[src/logic/sink_pkg.sv]
// Shared constants and types for the supervisory-unequipped container sink.
// Assumes a 50 MHz register clock and a bit-serial link slower than it.
`default_nettype none
package sink_pkg;
  // Frame layout: bytes counted from the V5 byte at frame start
  localparam int unsigned FRAME_BYTES = 104;
  localparam int unsigned V5_BYTE = 0;
  localparam int unsigned J2_BYTE = 26;
  localparam int unsigned TRACE_LEN = 16;
  localparam logic [2:0] PERSIST_FRAMES = 3'h5;
  // Timing
  localparam longint unsigned ONE_SECOND_NS = 64'd1000000000;
  localparam longint unsigned CLK_PERIOD_NS = 64'd20;
  localparam int unsigned SEC_CYCLES = int'(ONE_SECOND_NS / CLK_PERIOD_NS);
  // Register map (byte addresses)
  localparam logic [7:0] REG_CTRL = 8'h00;
  localparam logic [7:0] REG_DEG = 8'h04;
  localparam logic [7:0] REG_STATUS = 8'h08;
  localparam logic [7:0] REG_INT_STATUS = 8'h0C;
  localparam logic [7:0] REG_INT_MASK = 8'h10;
  localparam logic [7:0] REG_NEAR_COUNT = 8'h14;
  localparam logic [7:0] REG_FAR_COUNT = 8'h18;
  localparam logic [7:0] TRACE_ACC_BASE = 8'h40;
  localparam logic [7:0] TRACE_EXP_BASE = 8'h80;
  // Control fields
  localparam int unsigned CTRL_MONITOR_BIT = 0;
  localparam int unsigned CTRL_SSF_REP_BIT = 1;
  localparam int unsigned CTRL_RDI_REP_BIT = 2;
  localparam int unsigned CTRL_TIMDIS_BIT = 3;
  localparam int unsigned DEG_THR_LSB = 0;
  localparam int unsigned DEG_M_LSB = 16;
  localparam logic [3:0] CTRL_RESET = 4'h0;
  localparam logic [15:0] DEG_THR_RESET = 16'h0010;
  localparam logic [3:0] DEG_M_RESET = 4'h2;
  localparam logic [4:0] INT_MASK_RESET = 5'h00;
  // Event / defect / report bit order
  localparam int unsigned EV_TIM = 0;
  localparam int unsigned EV_UNEQ = 1;
  localparam int unsigned EV_DEG = 2;
  localparam int unsigned EV_RDI = 3;
  localparam int unsigned EV_SSF = 4;
  localparam int unsigned ST_TSF_BIT = 5;
  localparam int unsigned ST_AZERO_BIT = 6;
  localparam int unsigned ST_REI_LSB = 8;
  localparam int unsigned ST_REP_LSB = 16;
  localparam logic [1:0] RESP_OKAY = 2'h0;
  localparam logic [1:0] RESP_SLVERR = 2'h2;
  typedef enum logic [1:0] {
    RD_IDLE = 2'h0,
    RD_MEM = 2'h1,
    RD_RESP = 2'h3
  } rd_state_t;
endpackage
`default_nettype wire

[src/logic/link_if.sv]
// Recovered link bits handed from the sampler to the sink core.
// Assumes both ends run on aclk.
`default_nettype none
interface link_if;
  logic bit_stb;
  logic bit_d;
  logic frame_start;
  logic server_fail;
  modport src (output bit_stb, output bit_d, output frame_start,
    output server_fail);
  modport dst (input bit_stb, input bit_d, input frame_start,
    input server_fail);
endinterface
`default_nettype wire

[src/logic/link_sampler.sv]
// Synchronises the link pins into aclk and marks each link clock rise.
// Assumes the link clock is slower than a quarter of aclk.
`default_nettype none
module link_sampler (
  input wire logic aclk,
  input wire logic aresetn,
  input wire logic ci_clk,
  input wire logic ci_data,
  input wire logic ci_frame_start,
  input wire logic server_fail,
  link_if.src lk
);
  typedef struct packed {
    logic [3:0] meta;
    logic [3:0] sync;
    logic ck_prev;
    logic stb;
    logic d;
    logic fs;
    logic ssf;
  } smp_t;
  smp_t s_q, s_d;

  always_comb
  begin
    s_d = s_q;
    s_d.meta = {ci_clk, ci_data, ci_frame_start, server_fail};
    s_d.sync = s_q.meta;
    s_d.ck_prev = s_q.sync[3];
    // Data is taken at the synced clock rise, mid-bit for the far end
    s_d.stb = s_q.sync[3] & ~s_q.ck_prev;
    s_d.d = s_q.sync[2];
    s_d.fs = s_q.sync[1];
    s_d.ssf = s_q.sync[0];
  end

  always_ff @(posedge aclk)
  begin
    if (!aresetn)
      s_q <= '0;
    else
      s_q <= s_d;
  end

  assign lk.bit_stb = s_q.stb;
  assign lk.bit_d = s_q.d;
  assign lk.frame_start = s_q.fs;
  assign lk.server_fail = s_q.ssf;
endmodule
`default_nettype wire

[src/logic/trace_mem.sv]
// Trace store: low half holds received trace, high half the expected one.
// Assumes the two write ports never hit the same half.
`default_nettype none
module trace_mem #(
  parameter int unsigned AW = 5
) (
  input wire logic aclk,
  input wire logic we_a,
  input wire logic [AW-1:0] wa_a,
  input wire logic [7:0] wd_a,
  input wire logic we_b,
  input wire logic [AW-1:0] wa_b,
  input wire logic [7:0] wd_b,
  input wire logic [AW-1:0] ra_a,
  output logic [7:0] rd_a,
  input wire logic [AW-1:0] ra_b,
  output logic [7:0] rd_b
);
  logic [7:0] mem [2**AW];

  always_ff @(posedge aclk)
  begin
    if (we_a)
      mem[wa_a] <= wd_a;
    if (we_b)
      mem[wa_b] <= wd_b;
    rd_a <= mem[ra_a];
    rd_b <= mem[ra_b];
  end
endmodule
`default_nettype wire

[src/logic/vc11_unequipped_sink.sv]
// Sink trail termination for a supervisory-unequipped container.
// Assumes framed serial data MSB first, frame start on the V5 first bit.
`default_nettype none
module vc11_unequipped_sink #(
  parameter int unsigned SEC_CYCLES = sink_pkg::SEC_CYCLES
) (
  input wire logic aclk,
  input wire logic aresetn,
  input wire logic ci_clk,
  input wire logic ci_data,
  input wire logic ci_frame_start,
  input wire logic incoming_server_fail,
  input wire logic [7:0] awaddr,
  input wire logic awvalid,
  output logic awready,
  input wire logic [31:0] wdata,
  input wire logic [3:0] wstrb,
  input wire logic wvalid,
  output logic wready,
  output logic [1:0] bresp,
  output logic bvalid,
  input wire logic bready,
  input wire logic [7:0] araddr,
  input wire logic arvalid,
  output logic arready,
  output logic [31:0] rdata,
  output logic [1:0] rresp,
  output logic rvalid,
  input wire logic rready,
  output logic trail_fail_action,
  output logic trail_degrade_action,
  output logic remote_defect_action,
  output logic [1:0] remote_error_action,
  output logic reported_trace_mismatch,
  output logic reported_unequipped,
  output logic reported_degrade,
  output logic reported_far_defect,
  output logic reported_server_fail,
  output logic irq
);
  typedef struct packed {
    logic bvalid;
    logic [1:0] bresp;
    sink_pkg::rd_state_t rst;
    logic [5:0] ar_idx;
    logic [31:0] rdata;
    logic [1:0] rresp;
    logic [3:0] ctrl;
    logic [15:0] thr;
    logic [3:0] degm;
    logic [4:0] ist;
    logic [4:0] imask;
    logic [15:0] ncnt;
    logic [15:0] fcnt;
    logic [2:0] bitc;
    logic [6:0] bytec;
    logic [7:0] sh;
    logic [1:0] bip;
    logic bip_ok;
    logic [3:0] fidx;
    logic [1:0] rei;
    logic uneq;
    logic [2:0] uneq_cnt;
    logic rdi;
    logic [2:0] rdi_cnt;
    logic mism;
    logic nonzero;
    logic tim;
    logic azero;
    logic [31:0] sec;
    logic [15:0] ec;
    logic [3:0] run;
    logic deg;
    logic tsf;
    logic [4:0] rep;
  } state_t;
  state_t s_q, s_d;

  link_if lk ();
  logic [7:0] exp_byte;
  logic [7:0] bus_byte;
  logic [4:0] bus_ma;
  logic [7:0] nb;
  logic [2:0] bc;
  logic [6:0] bi;
  logic byte_done;
  logic [1:0] par;
  logic [1:0] diff;
  logic near_ev;
  logic far_ev;
  logic trace_we;
  logic exp_we;
  logic [5:0] w_idx;
  logic bad;
  logic [4:0] rep_new;
  logic rd_take;
  logic [5:0] ri;

  ////////////////////////////////////////////////////////////////////////////
  // Helpers

  // Returns {state, count}; five agreeing frames flip the state
  function automatic logic [3:0] persist(input logic state,
    input logic [2:0] cnt, input logic sample);
    logic [2:0] c;
    c = (sample != state) ? cnt + 3'h1 : 3'h0;
    if (c == sink_pkg::PERSIST_FRAMES)
      return {sample, 3'h0};
    return {state, c};
  endfunction

  function automatic logic mapped(input logic [5:0] idx);
    return idx <= sink_pkg::REG_FAR_COUNT[7:2] ||
      (idx >= sink_pkg::TRACE_ACC_BASE[7:2] &&
       idx < sink_pkg::TRACE_EXP_BASE[7:2] + 6'h10);
  endfunction

  ////////////////////////////////////////////////////////////////////////////
  // Sub-blocks

  link_sampler u_smp (
    .aclk(aclk),
    .aresetn(aresetn),
    .ci_clk(ci_clk),
    .ci_data(ci_data),
    .ci_frame_start(ci_frame_start),
    .server_fail(incoming_server_fail),
    .lk(lk.src)
  );

  // Read of the expected byte at the current frame index is always ready
  trace_mem #(.AW(5)) u_mem (
    .aclk(aclk),
    .we_a(trace_we),
    .wa_a({1'b0, s_q.fidx}),
    .wd_a(nb),
    .we_b(exp_we),
    .wa_b({1'b1, w_idx[3:0]}),
    .wd_b(wdata[7:0]),
    .ra_a({1'b1, s_q.fidx}),
    .rd_a(exp_byte),
    .ra_b(bus_ma),
    .rd_b(bus_byte)
  );

  ////////////////////////////////////////////////////////////////////////////
  // Next state

  always_comb
  begin
    s_d = s_q;
    nb = {s_q.sh[6:0], lk.bit_d};
    bc = lk.frame_start ? 3'h0 : s_q.bitc;
    bi = lk.frame_start ? 7'h00 : s_q.bytec;
    byte_done = lk.bit_stb && bc == 3'h7;
    par = {^(nb & 8'hAA), ^(nb & 8'h55)};
    diff = nb[7:6] ^ s_q.bip;
    near_ev = 1'b0;
    far_ev = 1'b0;
    trace_we = 1'b0;
    exp_we = 1'b0;
    w_idx = awaddr[7:2];
    bad = 1'b0;
    rep_new = '0;
    rd_take = 1'b0;
    ri = s_q.ar_idx;

    // Link framing
    if (lk.bit_stb)
    begin
      s_d.sh = nb;
      s_d.bitc = bc + 3'h1;
      s_d.bytec = bi;
    end
    if (byte_done)
    begin
      s_d.bytec = (bi == 7'(sink_pkg::FRAME_BYTES - 1)) ? 7'h00 : bi + 7'h01;
      if (bi == 7'(sink_pkg::V5_BYTE))
      begin
        if (s_q.bip_ok)
        begin
          near_ev = |diff;
          far_ev = nb[5];
          s_d.rei = {1'b0, diff[1]} + {1'b0, diff[0]};
        end
        // New frame parity starts with this V5 byte
        s_d.bip = par;
        s_d.bip_ok = 1'b1;
        {s_d.uneq, s_d.uneq_cnt} =
          persist(s_q.uneq, s_q.uneq_cnt, nb[3:1] == 3'h0);
        {s_d.rdi, s_d.rdi_cnt} =
          persist(s_q.rdi, s_q.rdi_cnt, nb[0]);
        s_d.fidx = s_q.fidx + 4'h1;
        if (s_q.fidx == 4'(sink_pkg::TRACE_LEN - 1))
        begin
          // Trace verdict once per full trace cycle
          s_d.tim = s_q.mism & ~s_q.ctrl[sink_pkg::CTRL_TIMDIS_BIT];
          s_d.azero = ~s_q.nonzero;
          s_d.mism = 1'b0;
          s_d.nonzero = 1'b0;
        end
      end
      else
      begin
        // K4 and all other bytes feed parity; J2 also feeds the trace store
        s_d.bip = s_q.bip ^ par;
        if (bi == 7'(sink_pkg::J2_BYTE))
        begin
          trace_we = 1'b1;
          s_d.mism = s_q.mism | (nb != exp_byte);
          s_d.nonzero = s_q.nonzero | (nb != 8'h00);
        end
      end
    end

    // Degrade over whole seconds
    if (near_ev)
      s_d.ec = s_q.ec + 16'h0001;
    if (s_q.sec == SEC_CYCLES - 1)
    begin
      s_d.sec = '0;
      s_d.ec = {15'h0000, near_ev};
      bad = s_q.thr != 16'h0000 && s_q.ec >= s_q.thr;
      if (bad == s_q.deg)
        s_d.run = 4'h0;
      else if (s_q.run + 4'h1 >= s_q.degm)
      begin
        s_d.deg = bad;
        s_d.run = 4'h0;
      end
      else
        s_d.run = s_q.run + 4'h1;
    end
    else
      s_d.sec = s_q.sec + 32'h1;

    // Actions: unequipped is deliberately left out
    s_d.tsf = lk.server_fail | s_q.tim;
    rep_new[sink_pkg::EV_TIM] = s_q.ctrl[sink_pkg::CTRL_MONITOR_BIT] &
      s_q.tim & ~(s_q.uneq & s_q.azero);
    rep_new[sink_pkg::EV_UNEQ] = s_q.ctrl[sink_pkg::CTRL_MONITOR_BIT] &
      s_q.tim & s_q.azero & s_q.uneq;
    rep_new[sink_pkg::EV_DEG] = s_q.ctrl[sink_pkg::CTRL_MONITOR_BIT] &
      ~s_q.tim & s_q.deg;
    rep_new[sink_pkg::EV_RDI] = s_q.ctrl[sink_pkg::CTRL_MONITOR_BIT] &
      ~s_q.tim & s_q.rdi & s_q.ctrl[sink_pkg::CTRL_RDI_REP_BIT];
    rep_new[sink_pkg::EV_SSF] = s_q.ctrl[sink_pkg::CTRL_MONITOR_BIT] &
      lk.server_fail & s_q.ctrl[sink_pkg::CTRL_SSF_REP_BIT];
    s_d.rep = rep_new;

    // Write channel: address and data taken together
    if (s_q.bvalid && bready)
      s_d.bvalid = 1'b0;
    if (awvalid && wvalid && !s_q.bvalid)
    begin
      s_d.bvalid = 1'b1;
      s_d.bresp = mapped(w_idx) ? sink_pkg::RESP_OKAY : sink_pkg::RESP_SLVERR;
      if (w_idx == sink_pkg::REG_CTRL[7:2] && wstrb[0])
        s_d.ctrl = wdata[3:0];
      if (w_idx == sink_pkg::REG_DEG[7:2])
      begin
        if (wstrb[0])
          s_d.thr[7:0] = wdata[7:0];
        if (wstrb[1])
          s_d.thr[15:8] = wdata[15:8];
        if (wstrb[2])
          s_d.degm = wdata[sink_pkg::DEG_M_LSB +: 4];
      end
      if (w_idx == sink_pkg::REG_INT_MASK[7:2] && wstrb[0])
        s_d.imask = wdata[4:0];
      exp_we = wstrb[0] && w_idx[5:4] == sink_pkg::TRACE_EXP_BASE[7:6];
    end

    // Read channel
    unique case (s_q.rst)
      sink_pkg::RD_IDLE:
      begin
        if (arvalid)
        begin
          s_d.ar_idx = araddr[7:2];
          s_d.rst = sink_pkg::RD_MEM;
        end
      end
      sink_pkg::RD_MEM:
      begin
        rd_take = 1'b1;
        s_d.rst = sink_pkg::RD_RESP;
        s_d.rresp = mapped(ri) ? sink_pkg::RESP_OKAY : sink_pkg::RESP_SLVERR;
        s_d.rdata = '0;
        if (ri[5:4] != 2'h0)
          s_d.rdata = mapped(ri) ? {24'h000000, bus_byte} : 32'h0;
        else if (ri == sink_pkg::REG_CTRL[7:2])
          s_d.rdata = {28'h0000000, s_q.ctrl};
        else if (ri == sink_pkg::REG_DEG[7:2])
          s_d.rdata = {12'h000, s_q.degm, s_q.thr};
        else if (ri == sink_pkg::REG_STATUS[7:2])
        begin
          s_d.rdata[4:0] = {lk.server_fail, s_q.rdi, s_q.deg, s_q.uneq,
            s_q.tim};
          s_d.rdata[sink_pkg::ST_TSF_BIT] = s_q.tsf;
          s_d.rdata[sink_pkg::ST_AZERO_BIT] = s_q.azero;
          s_d.rdata[sink_pkg::ST_REI_LSB +: 2] = s_q.rei;
          s_d.rdata[sink_pkg::ST_REP_LSB +: 5] = s_q.rep;
        end
        else if (ri == sink_pkg::REG_INT_STATUS[7:2])
        begin
          s_d.rdata = {27'h0000000, s_q.ist};
          s_d.ist = '0;
        end
        else if (ri == sink_pkg::REG_INT_MASK[7:2])
          s_d.rdata = {27'h0000000, s_q.imask};
        else if (ri == sink_pkg::REG_NEAR_COUNT[7:2])
        begin
          s_d.rdata = {16'h0000, s_q.ncnt};
          s_d.ncnt = '0;
        end
        else if (ri == sink_pkg::REG_FAR_COUNT[7:2])
        begin
          s_d.rdata = {16'h0000, s_q.fcnt};
          s_d.fcnt = '0;
        end
      end
      sink_pkg::RD_RESP:
      begin
        if (rready)
          s_d.rst = sink_pkg::RD_IDLE;
      end
      default:
        s_d.rst = sink_pkg::RD_IDLE;
    endcase

    // Counters and sticky flags: events win over a clear in the same cycle
    if (near_ev)
      s_d.ncnt = (rd_take && ri == sink_pkg::REG_NEAR_COUNT[7:2]) ?
        16'h0001 : s_q.ncnt + 16'h0001;
    if (far_ev)
      s_d.fcnt = (rd_take && ri == sink_pkg::REG_FAR_COUNT[7:2]) ?
        16'h0001 : s_q.fcnt + 16'h0001;
    s_d.ist = s_d.ist | (rep_new & ~s_q.rep);
  end

  // Memory read address is presented in the accept cycle so data lands next
  assign bus_ma = (s_q.rst == sink_pkg::RD_IDLE) ?
    {araddr[7], araddr[5:2]} : {s_q.ar_idx[5], s_q.ar_idx[3:0]};

  always_ff @(posedge aclk)
  begin
    if (!aresetn)
    begin
      s_q <= '0;
      s_q.rst <= sink_pkg::RD_IDLE;
      s_q.ctrl <= sink_pkg::CTRL_RESET;
      s_q.thr <= sink_pkg::DEG_THR_RESET;
      s_q.degm <= sink_pkg::DEG_M_RESET;
      s_q.imask <= sink_pkg::INT_MASK_RESET;
    end
    else
      s_q <= s_d;
  end

  ////////////////////////////////////////////////////////////////////////////
  // Outputs

  assign awready = awvalid & wvalid & ~s_q.bvalid;
  assign wready = awvalid & wvalid & ~s_q.bvalid;
  assign bvalid = s_q.bvalid;
  assign bresp = s_q.bresp;
  assign arready = s_q.rst == sink_pkg::RD_IDLE;
  assign rvalid = s_q.rst == sink_pkg::RD_RESP;
  assign rdata = s_q.rdata;
  assign rresp = s_q.rresp;
  assign trail_fail_action = s_q.tsf;
  assign remote_defect_action = s_q.tsf;
  assign trail_degrade_action = s_q.deg;
  assign remote_error_action = s_q.rei;
  assign reported_trace_mismatch = s_q.rep[sink_pkg::EV_TIM];
  assign reported_unequipped = s_q.rep[sink_pkg::EV_UNEQ];
  assign reported_degrade = s_q.rep[sink_pkg::EV_DEG];
  assign reported_far_defect = s_q.rep[sink_pkg::EV_RDI];
  assign reported_server_fail = s_q.rep[sink_pkg::EV_SSF];
  assign irq = |(s_q.ist & s_q.imask);
endmodule
`default_nettype wire

[config.mk]
export PLATFORM = sky130hd
export DESIGN_NAME = vc11_unequipped_sink
export DESIGN_NICKNAME = d
export VERILOG_FILES = /design/src/logic/sink_pkg.sv /design/src/logic/link_if.sv /design/src/logic/link_sampler.sv /design/src/logic/trace_mem.sv /design/src/logic/vc11_unequipped_sink.sv
export SDC_FILE = /design/constraint.sdc
export NUM_CORES = 1
export LEC_CHECK = 0
export ABC_AREA = 1
export BUFFER_PORTS_ARGS = -buffer_cell sky130_fd_sc_hd__buf_4
export CAP_MARGIN = 20
export CORE_UTILIZATION = 35
export CTS_BUF_LIST = sky130_fd_sc_hd__clkbuf_4 sky130_fd_sc_hd__clkbuf_8 sky130_fd_sc_hd__clkbuf_16
export CTS_CLUSTER_SIZE = 16
export DETAILED_ROUTE_END_ITERATION = 10
export REMOVE_ABC_BUFFERS = 1
export SLEW_MARGIN = 20
export SYNTH_ARGS = -nofsm -noshare
export SYNTH_HDL_FRONTEND = slang
export SYNTH_HIERARCHICAL = 1
export SYNTH_SLANG_ARGS = --single-unit
[constraint.sdc]
create_clock -name aclk -period 5.6 [get_ports aclk]
set_clock_uncertainty 0.15 [all_clocks]
set_input_delay 1.4 -clock aclk [delete_from_list [all_inputs] [get_ports aclk]]
set_output_delay 1.4 -clock aclk [all_outputs]
set_load 0.05 [all_outputs]
==> flow_metrics.py, run 1 <==
metrics = {
    "status": {
        "status": "complete, no violations",
    },
    "power_and_ir_drop": {
        "p_comb_share_pct": 11.2,
        "ir_worst_vdd_v": 0.000243,
        "switching_share_pct": 26.2,
        "power_frac_seq_pct": 44.2,
        "switching_power_mw": 2.23,
        "power.density_nw_per_um2": 278,
        "intPower_mw": 6.28,
        "clock_power_share_pct": 44.7,
        "leakage_nw": 11.9,
    },
    "worst_hold_path": {
        "whs_endpoint": "u_smp/lk.bit_stb",
        "hold_class": "reg2reg",
        "worst_hold_startpoint": "u_smp/s_q[4]",
        "holdPathStages": 1,
    },
    "final_layout": {
        "most-common-layout-cells": "nand2_1 (1338), nand3_1 (471), o21ai_0 (383)",
        "final_area_sq_um": 30700,
        "area_growth_pct": 12.0,
        "drive_above_1_share_pct": 8.61,
        "diodes": 0,
        "layout.nets": 3872,
        "final_common_cell": "nand2_1",
    },
    "synthesis": {
        "synth_area_sq_um": 27400,
        "syn_inst": 3791,
        "synth_simple_gate_area_share_pct": 33.3,
        "synth_top_family_by_area": "simple AND/OR/NAND/NOR gates",
        "ys_seq_area_share_pct": 44.5,
        "yosysWarnings": 6,
        "async_flop_share_pct": 0,
        "avgSynthCellArea_sq_um": 7.22,
        "synthDistinctLibCells": 50,
        "ys_ff_latch": 480,
        "synthXorXnorAreaFrac_pct": 1.54,
        "synth-edff-count": 256,
        "muxShareOfSynthArea_pct": 0,
        "synthAdderAreaFrac_pct": 1.74,
        "synth_top_flop_cell": "edfxtp_1",
        "synth_compound_area_share_pct": 11.1,
    },
    "critical_path": {
        "r2r-start": "u_smp/lk.frame_start",
        "reg2reg_depth": 10,
        "worst_setup_path_start_kind": "flip-flop",
        "timing.setup.critical_path_class": "reg2reg",
        "cp.arrival_ns": 4.17,
        "r2r-end": "u_mem/mem[9][0]",
        "worstPathMaxFanout": 9,
        "setup.worst_path.end_class": "flip-flop",
        "reg2reg_setup_slack_ns": 1.58,
        "required_ns": 5.75,
    },
    "clock_tree": {
        "clockBufferDepth": 3,
        "clk_latency_ns": 0.62,
        "cts_tree": "done",
        "post_cts_buffers": 0,
        "htreeDepth": 2,
        "post_cts_resized": 0,
        "clock-sinks": 480,
        "clkTransAtPathRegs_ns": 0.06,
        "cts-root-buf": "clkbuf_16",
        "cts_made_buffers": 54,
        "cts-hold-fix-buffers": 0,
    },
    "grt": {
        "grt_pass1_wl_um": 136000,
        "antenna_found_initial": 2,
        "grt_max_degree": 76,
        "globalRouteOverflowTotal": 0,
        "grt_use_total_pct": 22.3,
        "grt_pass1_vias": 22900,
    },
    "die": {
        "fp.dieW_um": 282,
        "dieArea_sq_um": 79300,
        "boundaryPins": 115,
        "initial_utilization_pct": 35.3,
        "dieHeight_um": 282,
        "num_rows": 102,
        "core_area_sq_um": 77500,
    },
    "placed_design": {
        "gp_congestion": 0.975,
        "placed_area_sq_um": 28700,
        "portBuffers": 84,
        "hpwl_um": 59500,
    },
    "timing": {
        "layout_worst_path_cycle_share_pct": 71.7,
        "tns_ns": 0,
        "slew_viol_final": 0,
        "max_slew_margin_pct": 25.4,
        "tightest_slew_ns": 1.12,
        "finalSetupViolCount": 0,
        "finalHoldViolCount": 0,
        "min_period_ns": 4.02,
        "rsz0062_at_grt": "false",
        "fmax_mhz": 249,
        "hold_slack_ns": 0.232,
    },
    "drt": {
        "drc_errors": 0,
        "first_pass_iters": 6,
        "routed_wl_um": 90900,
        "ant_nets": 0,
        "vias": 25800,
        "drt_iter0_markers": 2953,
        "wire_per_inst_um": 18.7,
        "via_per_inst": 5.32,
    },
    "flow_run": {
        "drv_cap": 0,
    },
}
## power by group through the flow
stage | clock (mW) | sequential, mW | combinational [mW]
after global placement | 0 | 3.83 | 0.924
final | 3.80 | 3.76 | 0.949
after global routing | 3.98 | 3.76 | 1.02
after CTS | 3.85 | 3.76 | 0.930
after detailed placement | 0 | 3.83 | 0.926
after floorplan | 0 | 3.87 | 0.531
## registers in the layout, indices dropped and copies added (netlist names), 2 cells and up
name	cells
nb	7
ri	6
rdata	21
u_smp/s_d	8
u_mem/mem	256
s_q	149
u_mem/rd_a	8
remote_error_action	2
u_mem/rd_b	8
## cell usage after synthesis, types with 2 or more instances
cell type | count | area (sq um)
nand2_1 | 1338 | 5020
nand3_1 | 471 | 2360
o21ai_0 | 396 | 1980
edfxtp_1 | 256 | 7690
dfxtp_1 | 224 | 4480
inv_1 | 219 | 822
nor2_1 | 168 | 631
a21oi_1 | 136 | 681
clkbuf_1 | 136 | 510
nor3_1 | 57 | 285
buf_4 | 48 | 360
ha_1 | 38 | 475
nand4_1 | 34 | 213
xor2_1 | 33 | 289
buf_2 | 32 | 160
buf_1 | 30 | 113
nor4_1 | 15 | 93.8
xnor2_1 | 15 | 131
o21ai_1 | 13 | 65.1
nor2_4 | 12 | 135
o211ai_1 | 12 | 90.1
or2_2 | 11 | 68.8
inv_2 | 10 | 37.5
a31oi_1 | 9 | 56.3
nand2_2 | 9 | 56.3
o22ai_1 | 9 | 56.3
buf_6 | 8 | 90.1
nor2_2 | 7 | 43.8
nor3b_1 | 7 | 52.6
clkbuf_2 | 6 | 30.0
nor3_2 | 5 | 50.1
o31ai_1 | 5 | 37.5
a221oi_1 | 2 | 17.5
conb_1 | 2 | 7.51
nor2_8 | 2 | 40.0
nor3b_2 | 2 | 25.0
## worst max-delay path, stage by stage, from the launching register on
cell	delay [ns]
dfxtp_1	0.41
nor2_1	0.19
ha_1	0.17
ha_1	0.17
nand2_2	0.09
clkinv_2	0.17
nand3_1	0.15
nor2_1	0.34
nand3_1	0.61
o21ai_0	0.97
buf_4	0.29
## per-layer routing
layer / wire length, um / global-route usage (%) / part of all wire [%] / up-vias
met5: 18 / 0 / 0.020 / -
met4: 3540 / 8.74 / 3.9 / 4
met3: 7680 / 2.97 / 8.4 / 207
met2: 40500 / 35.0 / 45 / 1179
met1: 39200 / 31.1 / 43 / 11900
li1: - / - / - / 12500
## metrics by stage
step	worst slack (ns)	instances	utilization, %	power [mW]
global route	1.45	4851	39.6	8.76
global placement	1.31	4754	37.1	4.76
CTS	1.62	4850	39.5	8.53
finish	1.58	4851	39.6	8.51
floorplan	-8.14	3553	-	4.40
detailed placement	1.32	4754	37.1	4.76
## area by class of cell
| type | count | area (sq um) |
|---|---|---|
| inverters | 232 | 880 |
| repair buffers | 162 | 1240 |
| multi-input cells | 2841 | 13200 |
| clock inverters | 20 | 312 |
| clock buffers | 76 | 1570 |
| fillers | 7944 | 46800 |
| well taps | 1040 | 1300 |
| flip-flops and latches | 480 | 12200 |
## how the worst max path moves through the flow
stage | slack (ns) | to | startpoint | cells past startpoint
after floorplan | -8.14 | u_mem/rd_b[0] | s_q[205] | 11
after global placement | 1.31 | u_mem/rd_b[1] | araddr[2] | 13
after detailed placement | 1.32 | u_mem/rd_b[1] | araddr[2] | 13
after CTS | 1.62 | u_mem/mem[9][0] | u_smp/lk.frame_start | 10
after global routing | 1.45 | u_mem/mem[9][0] | u_smp/lk.frame_start | 10
final | 1.58 | u_mem/mem[9][0] | u_smp/lk.frame_start | 10
## kinds of logic (layout without fill, tap and decap cells)
group	count (synthesis)	in the layout
AOI/OAI and AO/OA	589	589
xor gates and xnor gates	48	48
adders and majority gates	38	38
buffers and inverters	492	490
DFF	480	480
other	2	24
and+or+nand+nor	2142	2142
No activity file was read; power rests on OpenSTA's default activity.
==> run 2, diff against run 1 <==
- clock period: 5.6 -> 3.28 ns (I/O delays scaled with it)
==> run 2 against run 1 <==
Sequential share of layout area fell by 0.48 points. Sequential cell count did not move. Clock power rose by 62%. Hold slack improved by 0.0057 ns. Critical path depth fell by 7. Via count fell by 0.35%. Sequential power rose by 71%. Register-to-register slack got worse by 1.2 ns. Die area did not move. Power rose by 68%. Final cell count rose by 0.97%.
==> flow_metrics.py, run 2 (synthesis gave the netlist of run 1 again) <==
metrics = {
    "drt": {
        "drc_errors": 0,
        "ant_nets": 0,
        "met2WireLength_um": 41700,
        "dr_wl_met3_um": 7600,
        "via_per_inst": 5.25,
        "routed.top_layer": "met5",
        "routed_wl_um": 92200,
        "wire_per_inst_um": 18.8,
        "vias": 25700,
        "drt_iter0_markers": 2977,
        "first_pass_iters": 6,
        "wl_met1_um": 40100,
    },
    "final_layout": {
        "top_register": "u_mem/mem",
        "drive_above_1_share_pct": 9.59,
        "largest_register_ffs": 256,
        "final_common_cell": "nand2_1",
        "diodes": 0,
        "fillers": 7922,
        "layout.nets": 3917,
        "most-common-layout-cells": "nand2_1 (1338), nand3_1 (471), o21ai_0 (392)",
        "area_growth_pct": 13.4,
        "final_area_sq_um": 31000,
    },
    "power_and_ir_drop": {
        "intPower_mw": 10.4,
        "power_mw": 14.3,
        "power.density_nw_per_um2": 460,
        "switching_power_mw": 3.83,
        "clock_power_share_pct": 43.2,
        "power_frac_seq_pct": 45.0,
        "switching_share_pct": 26.9,
        "p_comb_share_pct": 11.9,
        "ir_worst_vdd_v": 0.000397,
        "leakage_nw": 12.2,
    },
    "die": {
        "dieHeight_um": 282,
        "core_area_sq_um": 77500,
        "dieArea_sq_um": 79300,
        "num_rows": 102,
        "fp.dieW_um": 282,
        "initial_utilization_pct": 35.3,
        "boundaryPins": 115,
    },
    "critical_path": {
        "cp_slowest_stage_delay_ns": 0.49,
        "worstPathMaxFanout": 9,
        "cp_cell_sequence": "nor2_1 > buf_4 > buf_4",
        "cp.arrival_ns": 1.93,
        "timing.setup.critical_path_class": "reg2out",
        "reg2reg_setup_slack_ns": 0.39,
        "r2r-start": "u_smp/lk.frame_start",
        "setup.worst_path.end_class": "output pin",
        "timing.critical_path.mode_cell": "buf_4",
        "r2r-end": "u_mem/mem[4][2]",
        "required_ns": 2.31,
        "critPathSlowestCell": "nor2_1",
        "reg2reg_depth": 12,
        "worst_setup_path_start_kind": "flip-flop",
    },
    "status": {
        "status": "complete, no violations",
    },
    "timing": {
        "slew_viol_final": 0,
        "rsz0062_at_grt": "false",
        "hold_slack_ns": 0.238,
        "fmax_mhz": 345,
        "finalSetupViolCount": 0,
        "min_period_ns": 2.90,
        "layout_worst_path_cycle_share_pct": 88.4,
        "tightest_slew_ns": 0.952,
        "max_slew_margin_pct": 36.4,
        "finalHoldViolCount": 0,
    },
    "clock_tree": {
        "post_cts_buffers": 0,
        "htreeDepth": 2,
        "cts-root-buf": "clkbuf_16",
        "clkTransAtPathRegs_ns": 0.06,
        "clockBufferDepth": 3,
        "post_cts_resized": 0,
        "clk_latency_ns": 0.62,
        "cts-hold-fix-buffers": 0,
        "cts_made_buffers": 53,
        "cts_tree": "done",
        "clock-sinks": 480,
    },
    "placed_design": {
        "hpwl_um": 61500,
        "portBuffers": 84,
        "placed_area_sq_um": 29200,
        "gp_congestion": 0.980,
    },
    "worst_hold_path": {
        "holdPathStages": 1,
        "whs_endpoint": "u_smp/lk.bit_stb",
        "worst_hold_startpoint": "u_smp/s_q[4]",
        "hold_class": "reg2reg",
    },
    "grt": {
        "grt_max_degree": 85,
        "grt_pass1_wl_um": 140000,
        "antenna_found_initial": 2,
        "grt_pass1_vias": 23500,
        "globalRouteOverflowTotal": 0,
        "grt_use_total_pct": 22.9,
    },
    "flow_run": {
        "drv_cap": 0,
    },
}
-- run 2: cell count changes in the layout (fill, tap and decap cells not counted), sizes merged --
cell,delta
buf,+46
clkinvlp,+1
bufinv,-5
inv,+5
-- run 2: worst max-delay path: cells and delay by family, from the launching register on --
kind	cells	cell delay [ns]
buf+inv	2	0.51
simple gates	1	0.49
flops	1	0.32
-- run 2: layer usage --
layer / track usage (%) / vias up
met5: 0 / -
met4: 7.41 / 4
met3: 3.30 / 181
met2: 36.8 / 1031
met1: 31.7 / 11900
li1: - / 12600
-- run 2: through the flow --
| step | util [%] | instances | setup TNS, ns | setup slack [ns] |
|---|---|---|---|---|
| 2_1_floorplan | - | 3553 | -188.38 | -10.46 |
| 3_3_place_gp | 37.7 | 4801 | 0 | 0.397 |
| 3_5_place_dp | 37.7 | 4801 | 0 | 0.365 |
| 4_1_cts | 40.1 | 4898 | 0 | 0.375 |
| 5_1_grt | 40.1 | 4898 | 0 | 0.250 |
| 6_report | 40.1 | 4898 | 0 | 0.380 |
-- run 2: layout make-up --
class / instances / area [sq um] / share of cell area (%)
well taps: 1040 / 1300 / 4.19
inverters: 232 / 877 / 2.83
clock inverters: 21 / 206 / 0.665
repair buffers: 208 / 1700 / 5.48
multi-input cells: 2841 / 13200 / 42.5
flip-flops and latches: 480 / 12200 / 39.2
clock buffers: 76 / 1600 / 5.14
-- run 2: power by group through the flow --
stage	combinational (mW)	clock [mW]	sequential (mW)
floorplan	0.907	0	6.60
finish	1.69	6.17	6.42
global route	1.82	6.52	6.42
global placement	1.65	0	6.55
detailed placement	1.66	0	6.55
CTS	1.66	6.29	6.42
-- run 2: how the worst max path moves through the flow --
stage / to / startpoint / slack [ns] / cells past startpoint
CTS: arready / s_q[204] / 0.38 / 3
detailed placement: u_mem/mem[22][0] / awaddr[6] / 0.36 / 11
finish: arready / s_q[204] / 0.38 / 3
global placement: u_mem/mem[22][3] / awaddr[6] / 0.40 / 11
floorplan: u_mem/rd_b[0] / s_q[205] / -10.46 / 11
global route: u_mem/mem[11][6] / u_smp/lk.frame_start / 0.25 / 12
